**src/tape_crc_regs.vh**
```
`ifndef TAPE_CRC_REGS_VH
`define TAPE_CRC_REGS_VH

// Check register bit positions; parity sits above data bit 7
`define CRC_WIDTH       9
`define CRC_BIT7        7
`define CRC_PAR         8
// Readout polarity: ones mark bits that are complemented (all but 2 and 4)
`define CRC_INV_MASK    9'h1eb
// Gap timing counts (gap clock pulse index minus one)
`define GAP_T_SHIFT     2'h1
`define GAP_T_READ      2'h3
`define GAP_T_ZERO      2'h0
// Character spacing between check characters
`define CHECK_SPACING   4
// Least gap length in thousandths of an inch
`define GAP_MIN_MILS    600

`endif

```
**src/tape_crc_check_generator.v**
```verilog
`timescale 1ns/1ps
`include "tape_crc_regs.vh"

// What this block does
// - Nine-bit ring, parity to 0, 7 to parity
// - Bits P,0,1,6,7 take data XOR previous
// - Bits 2..5 also XOR bit 7
// - Each update loads the computed value
// - Clear register on load and in gaps
// - Extra zero-data update after last character
// - Readout inverts all bits but 2, 4
// - Check character four positions after data
// - Longitudinal character four later, then gap
// - Track order 5,7,3,P,2,1,0,6,4 kept
// - Extra update on second gap pulse
// - Fourth gap pulse writes check character
// - Counter back at zero clears register
// - No check character without new data since the last gap clear, except in the first gap after reset
module tape_crc_check_generator #(
   parameter W = `CRC_WIDTH
) (
   input  wire         clock,
   input  wire         nrst,
   input  wire         clk_en,
   input  wire         tape_load,
   input  wire         write_step,
   input  wire         gap_start,
   input  wire         gap_in_process,
   input  wire         gap_clock,
   input  wire         file_mark,
   input  wire [W-1:0] track_data,
   output reg  [W-1:0] write_data_r,
   output reg          write_clock_r,
   output reg          longitudinal_enable_r,
   output reg  [W-1:0] check_shift_register
);

   // Every input but nrst and clk_en runs free of clock, so each passes two flip-flops first
   reg [W-1:0] data_s1_r;
   reg [W-1:0] data_s2_r;
   reg         load_s1_r;
   reg         load_s2_r;
   reg         step_s1_r;
   reg         step_s2_r;
   reg         step_d_r;
   reg         gstart_s1_r;
   reg         gstart_s2_r;
   reg         gstart_d_r;
   reg         gip_s1_r;
   reg         gip_s2_r;
   reg         gclk_s1_r;
   reg         gclk_s2_r;
   reg         gclk_d_r;
   reg         fmark_s1_r;
   reg         fmark_s2_r;
   reg         fmark_d_r;

   // Data is sampled a cycle after it settles, so skew between lanes is harmless
   always @(posedge clock or negedge nrst) begin
      if (!nrst) begin
         data_s1_r <= {W{1'b0}};
         data_s2_r <= {W{1'b0}};
      end else if (clk_en) begin
         data_s1_r <= track_data;
         data_s2_r <= data_s1_r;
      end
   end

   always @(posedge clock or negedge nrst) begin
      if (!nrst) begin
         load_s1_r <= 1'b0;
         load_s2_r <= 1'b0;
      end else if (clk_en) begin
         load_s1_r <= tape_load;
         load_s2_r <= load_s1_r;
      end
   end

   always @(posedge clock or negedge nrst) begin
      if (!nrst) begin
         step_s1_r <= 1'b0;
         step_s2_r <= 1'b0;
         step_d_r  <= 1'b0;
      end else if (clk_en) begin
         step_s1_r <= write_step;
         step_s2_r <= step_s1_r;
         step_d_r  <= step_s2_r;
      end
   end

   always @(posedge clock or negedge nrst) begin
      if (!nrst) begin
         gstart_s1_r <= 1'b0;
         gstart_s2_r <= 1'b0;
         gstart_d_r  <= 1'b0;
      end else if (clk_en) begin
         gstart_s1_r <= gap_start;
         gstart_s2_r <= gstart_s1_r;
         gstart_d_r  <= gstart_s2_r;
      end
   end

   always @(posedge clock or negedge nrst) begin
      if (!nrst) begin
         gip_s1_r <= 1'b0;
         gip_s2_r <= 1'b0;
      end else if (clk_en) begin
         gip_s1_r <= gap_in_process;
         gip_s2_r <= gip_s1_r;
      end
   end

   always @(posedge clock or negedge nrst) begin
      if (!nrst) begin
         gclk_s1_r <= 1'b0;
         gclk_s2_r <= 1'b0;
         gclk_d_r  <= 1'b0;
      end else if (clk_en) begin
         gclk_s1_r <= gap_clock;
         gclk_s2_r <= gclk_s1_r;
         gclk_d_r  <= gclk_s2_r;
      end
   end

   always @(posedge clock or negedge nrst) begin
      if (!nrst) begin
         fmark_s1_r <= 1'b0;
         fmark_s2_r <= 1'b0;
         fmark_d_r  <= 1'b0;
      end else if (clk_en) begin
         fmark_s1_r <= file_mark;
         fmark_s2_r <= fmark_s1_r;
         fmark_d_r  <= fmark_s2_r;
      end
   end

   // Edge detectors rest low after reset, the idle level of every pin
   wire load_lvl  = load_s2_r;
   wire in_gap    = gip_s2_r;
   wire step_p    = step_s2_r & ~step_d_r;
   wire gstart_p  = gstart_s2_r & ~gstart_d_r;
   wire gclk_p    = gclk_s2_r & ~gclk_d_r & in_gap;
   wire fmark_p   = fmark_s2_r & ~fmark_d_r;
   // Steps inside a gap are ignored; the stepper is busy spacing tape
   wire data_step = step_p & ~in_gap;

   // One update of the ring; bit index W-1 is parity
   function [W-1:0] crc_next;
      input [W-1:0] cur;
      input [W-1:0] din;
      integer i;
      reg fb;
      begin
         fb = cur[`CRC_BIT7];
         crc_next[0]        = din[0] ^ cur[`CRC_PAR];
         crc_next[`CRC_PAR] = din[`CRC_PAR] ^ fb;
         for (i = 1; i < 8; i = i + 1) begin
            if (i >= 2 && i <= 5)
               crc_next[i] = din[i] ^ cur[i-1] ^ fb;
            else
               crc_next[i] = din[i] ^ cur[i-1];
         end
      end
   endfunction

   // Readout polarity per lane: bits 2 and 4 leave straight, all others complemented
   localparam [W-1:0] INV_MASK = `CRC_INV_MASK;
   wire [W-1:0] readout;
   genvar g;
   generate
      for (g = 0; g < W; g = g + 1) begin : lane
         assign readout[g] = check_shift_register[g] ^ INV_MASK[g];
      end
   endgenerate

   // Gap sequencing state
   reg         primer_r;
   reg [1:0]   gap_cnt_r;
   reg         inhibit_r;
   reg         fm_pend_r;
   reg         seen_gap_r;

   reg         primer_nxt;
   reg [1:0]   gap_cnt_nxt;
   reg         inhibit_nxt;
   reg         fm_pend_nxt;
   reg         seen_gap_nxt;
   reg [W-1:0] crc_nxt;
   reg [W-1:0] write_data_nxt;
   reg         write_clock_nxt;
   reg         lcc_enable_nxt;

   wire [W-1:0] gated_data = in_gap ? {W{1'b0}} : data_s2_r;
   wire         counting   = primer_r | (gap_cnt_r != `GAP_T_ZERO);
   wire         at_shift   = gclk_p & counting & (gap_cnt_r == `GAP_T_SHIFT);
   wire         at_read    = gclk_p & counting & (gap_cnt_r == `GAP_T_READ);
   wire         read_ok    = at_read & ~inhibit_r;
   // Primer masks the zero count at gap start so the clear is not premature
   wire         at_zero    = gclk_p & ~primer_r & (gap_cnt_r == `GAP_T_ZERO) & seen_gap_r;

   always @* begin
      primer_nxt   = primer_r;
      seen_gap_nxt = seen_gap_r;
      if (gstart_p) begin
         primer_nxt   = 1'b1;
         seen_gap_nxt = 1'b1;
      end else if (fm_pend_r & gclk_p & ~counting) begin
         // A file mark restarts the count once, on the next gap pulse after the count has come to rest
         primer_nxt = 1'b1;
      end else if (gclk_p) begin
         primer_nxt = 1'b0;
      end
   end

   // The two-bit count wraps to zero after the readout and then rests
   always @* begin
      gap_cnt_nxt = gap_cnt_r;
      if (gclk_p & counting)
         gap_cnt_nxt = gap_cnt_r + 2'h1;
   end

   always @* begin
      inhibit_nxt = inhibit_r;
      if (at_zero)
         inhibit_nxt = 1'b1;
      else if (data_step)
         inhibit_nxt = 1'b0;
   end

   always @* begin
      fm_pend_nxt = fm_pend_r;
      if (fmark_p)
         fm_pend_nxt = 1'b1;
      else if (at_read)
         fm_pend_nxt = 1'b0;
   end

   // Clear outranks any update, so a load during writing always leaves zero
   always @* begin
      crc_nxt = check_shift_register;
      if (load_lvl | at_zero)
         crc_nxt = {W{1'b0}};
      else if (data_step)
         crc_nxt = crc_next(check_shift_register, gated_data);
      else if (at_shift)
         crc_nxt = crc_next(check_shift_register, {W{1'b0}});
   end

   always @* begin
      write_data_nxt  = {W{1'b0}};
      write_clock_nxt = 1'b0;
      if (data_step) begin
         write_data_nxt  = gated_data;
         write_clock_nxt = 1'b1;
      end else if (read_ok) begin
         // Track order is fixed by the write amplifier wiring, so bit lanes map straight
         write_data_nxt  = readout;
         write_clock_nxt = 1'b1;
      end
   end

   // Longitudinal writer held off for the first four gap pulses
   always @* begin
      lcc_enable_nxt = ~(in_gap & counting);
   end

   always @(posedge clock or negedge nrst) begin
      if (!nrst) begin
         primer_r   <= 1'b0;
         gap_cnt_r  <= 2'h0;
         inhibit_r  <= 1'b0;
         fm_pend_r  <= 1'b0;
         seen_gap_r <= 1'b0;
      end else if (clk_en) begin
         primer_r   <= primer_nxt;
         gap_cnt_r  <= gap_cnt_nxt;
         inhibit_r  <= inhibit_nxt;
         fm_pend_r  <= fm_pend_nxt;
         seen_gap_r <= seen_gap_nxt;
      end
   end

   always @(posedge clock or negedge nrst) begin
      if (!nrst) begin
         check_shift_register  <= {W{1'b0}};
         write_data_r          <= {W{1'b0}};
         write_clock_r         <= 1'b0;
         longitudinal_enable_r <= 1'b1;
      end else if (clk_en) begin
         check_shift_register  <= crc_nxt;
         write_data_r          <= write_data_nxt;
         write_clock_r         <= write_clock_nxt;
         longitudinal_enable_r <= lcc_enable_nxt;
      end
   end

endmodule

```
**config.mk**
```make
export PLATFORM = sky130hd
export DESIGN_NAME = tape_crc_check_generator
export DESIGN_NICKNAME = d
export VERILOG_FILES = /design/src/tape_crc_check_generator.v
export VERILOG_INCLUDE_DIRS = /design/src
export SDC_FILE = /design/constraint.sdc
export NUM_CORES = 1
export LEC_CHECK = 0
export BUFFER_PORTS_ARGS = -buffer_cell sky130_fd_sc_hd__buf_2
export CORE_MARGIN = 4
export CORE_UTILIZATION = 25
export CTS_BUF_LIST = sky130_fd_sc_hd__clkbuf_8
export DETAILED_ROUTE_END_ITERATION = 8
export HOLD_SLACK_MARGIN = 0.08
export SLEW_MARGIN = 20
export SYNTH_ARGS = -nofsm -noshare
export SYNTH_HDL_FRONTEND = slang
export SYNTH_SLANG_ARGS = --single-unit
export TNS_END_PERCENT = 30
```
**constraint.sdc**
```tcl
create_clock -name clock -period 1.94 [get_ports clock]
set_clock_uncertainty 0.1 [all_clocks]
set_input_delay 0.388 -clock clock [delete_from_list [all_inputs] [get_ports clock]]
set_output_delay 0.388 -clock clock [all_outputs]
set_load 0.01 [all_outputs]
```
==> metrics <==
Post-Route WL 5.17 mm; post-CTS setup buffer count 0; filler cell count 1,049; Final Max Slew Viols 0; Mapped Cells 195; PwrDens 1040 nW/um2; DP Area 2930 um2; initial core utilization 0.260; most common library cells after synthesis 59 x dfrtp_1, 34 x mux2_2, 16 x nand2_1; Placed Cells 363; Max IR drop VDD 0.374 mV; Avg WL per Cell 13.6 um; Critical Path, Cell by Cell inv_1 > ha_1 > nor2b_1 > and3_4 > or4b_4 > o2bb2ai_1; final setup vio count 0; RSZ-0062 raised after global routing yes; Pwr Total 3.27 mW; CTS tree built; detailed-route DRC error count 0; Finished Cell Area 3150 um2; vias in the first global route 1,662; Non-Filler Instances 380; final net count 263; Mapped Area 2580 um2; Leak 1.39 nW; Vias 1,665; Ports 38; Critical Path Sink Type flop; Critical-path top delay cell or4b_4; Mapped Avg Cell Area 13.2 um2; delay-heaviest family, CP simple AND/OR/NAND/NOR gates; most numerous cell in the Yosys netlist dfrtp_1; Synth top area share 0.573; Post-synth ARST share 1.00; outcome complete, no violations; Vias/cell 4.38; final antenna diode count 0; max-cap violation count 0; post-DP HPWL 3.73 mm; Yosys Warn Count 0; Die ar. 12,000 um2; Buffers on Ports 37; H-tree levels 3; CTS Buffer Depth 2; fin crit share 0.957; flop2flop setup slack 0.08 ns; Yosys reg bits 60; time the worst path needs with I/O delays and setup 1.86 ns; CP Launch Type flop; CTS clk-pin slew, worst paths 0.07 ns; DRT iter0 DRCs 65; Clk Latency, worst-skew pair 0.33 ns; Die Y 110 um; number of detailed-route iterations in the first pass 4; initial antenna violation count 0; Die W 110 um; clk sinks 60; Main synth FF type dfrtp_1; CP arrival 2.02 ns; CTS Root Cell clkbuf_8; number of synthesized flops with an enable pin 0; Buf+Inv Stages, Crit Path 1; first-pass GRT wire length 8.59 mm; Placer Congestion 0.771; Worst EP required 2.10 ns; main area contributors after synthesis dfrtp_1 57%, mux2_2 15%, o2bb2ai_1 3.1%, xnor2_1 3.1%, nand2_1 2.3%; largest area contributor in the netlist dfrtp_1; Std-Cell Rows 36; Worst-Margin Slew 0.409 ns; grt total ovfl 0; count of final hold-check violations 0; Synth cell types 34; hold slack 0.182 ns; Antenna Violating Nets Remaining 0; Post-Syn Nets 216; Final Util 0.318; crit-path max cell delay 0.55 ns; relative slew slack 0.727; worst-path maximum fanout 9; area delta synth->final 22.4%; WS Path Type reg2reg; largest net degree at the start of global routing 33; Total GRT Usage 0.0945; HP Class in2reg; register area share after synthesis 0.583; CTS buffer count 9; Floorplan Core Area 9910 um2; share of layout cells above drive strength 1 0.421; Max Fclk 539 MHz
-- cell families (layout without fill, tap and decap cells) --
family / count (synthesis) / count (layout) / share of synthesized area
muxes: 34 / 34 / 0.149
AOI/OAI and AO/OA: 31 / 31 / 0.0956
xor gates and xnor gates: 14 / 14 / 0.0476
adders and majority gates: 3 / 3 / 0.0146
DFF: 60 / 60 / 0.583
buffers and inverters: 15 / 67 / 0.0306
and+or+nand+nor: 38 / 38 / 0.0801
-- per-stage QoR --
step | setup WS (ns) | setup TNS, ns
final | 0.0833 | 0
after global routing | -0.0107 | -0.0231
after CTS | 0.0411 | 0
after detailed placement | 0.0435 | 0
after global placement | 0.108 | 0
after floorplan | 0.0532 | 0
-- worst reg2reg max path: stages, from the launching register on --
cell	delay (ns)
dfrtp_1	0.36
inv_1	0.07
ha_1	0.19
nor2b_1	0.16
and3_4	0.20
or4b_4	0.55
o2bb2ai_1	0.17
-- timing repair --
action / CTS / global route
hold buffers: 1 / 0
gates resized for setup: 0 / 0
hold endpoints to repair: 5 / 0
endpoints found under the setup margin: 0 / 7
-- per-layer routing --
metal	vias to the layer above	track usage	wire, um
met3	9	0.0323	377
met2	40	0.133	2250
met1	833	0.125	2430
li1	783	-	-
met4	0	0.0561	118
met5	-	0	0
-- cells in the final DEF, fill, tap and decap left out --
cell / count
buf_4: 9
nand4_1: 1
bufinv_16: 1
nand2b_1: 2
inv_1: 4
mux2_2: 34
a31oi_1: 4
a21oi_1: 3
a32o_1: 1
a22o_1: 1
o21ai_0: 3
clkinv_4: 2
clkinv_2: 1
or2_2: 1
dfstp_2: 1
and3b_4: 1
or4b_4: 1
ha_1: 3
nor2b_1: 2
nand3b_1: 1
dlygate4sd3_1: 1
nor2_1: 7
o221ai_1: 4
xor2_1: 5
nor3b_2: 1
a31o_4: 1
xnor2_1: 9
nand2_1: 16
nand3_1: 2
dfrtp_1: 59
clkbuf_8: 11
clkinvlp_4: 1
o31ai_2: 1
and3_4: 1
o2bb2ai_1: 9
or4_1: 2
a21o_1: 3
o22ai_1: 1
buf_2: 37
-- report_power, final --
| group | total [mW] | switching (mW) | internal (mW) |
|---|---|---|---|
| combinational | 0.557 | 0.271 | 0.286 |
| clock | 1.17 | 0.501 | 0.665 |
| sequential | 1.55 | 0.115 | 1.43 |
-- path summary, 6_finish.rpt --
kind,startpoint,endpoint,cells past startpoint
worst max-delay path,gap_cnt_r[1],check_shift_register[2],6
worst min-delay path,track_data[8],data_s1_r[8],2
worst max register to register,gap_cnt_r[1],check_shift_register[2],6
worst min register to register,seen_gap_r,seen_gap_r,1
max in group asynchronous,nrst,longitudinal_enable_r,3
min in group asynchronous,nrst,step_s1_r,2
-- flip-flops by register name, summed over array words and instances (netlist names), 2 cells and up --
| register | flops |
|---|---|
| write_data_r | 9 |
| data_s1_r | 9 |
| check_shift_register | 9 |
| data_s2_r | 9 |
| gap_cnt_r | 2 |
-- layout make-up --
type / count / area (um2) / share of cell area
clock buffers: 11 / 151 / 0.0480
clock inverters: 5 / 60.1 / 0.0190
inverters: 4 / 15.0 / 0.00476
multi-input cells: 120 / 996 / 0.316
flip-flops and latches: 60 / 1500 / 0.476
well taps: 133 / 166 / 0.0528
repair buffers: 47 / 263 / 0.0833
Note: power is estimated with default switching activity, not from simulation.
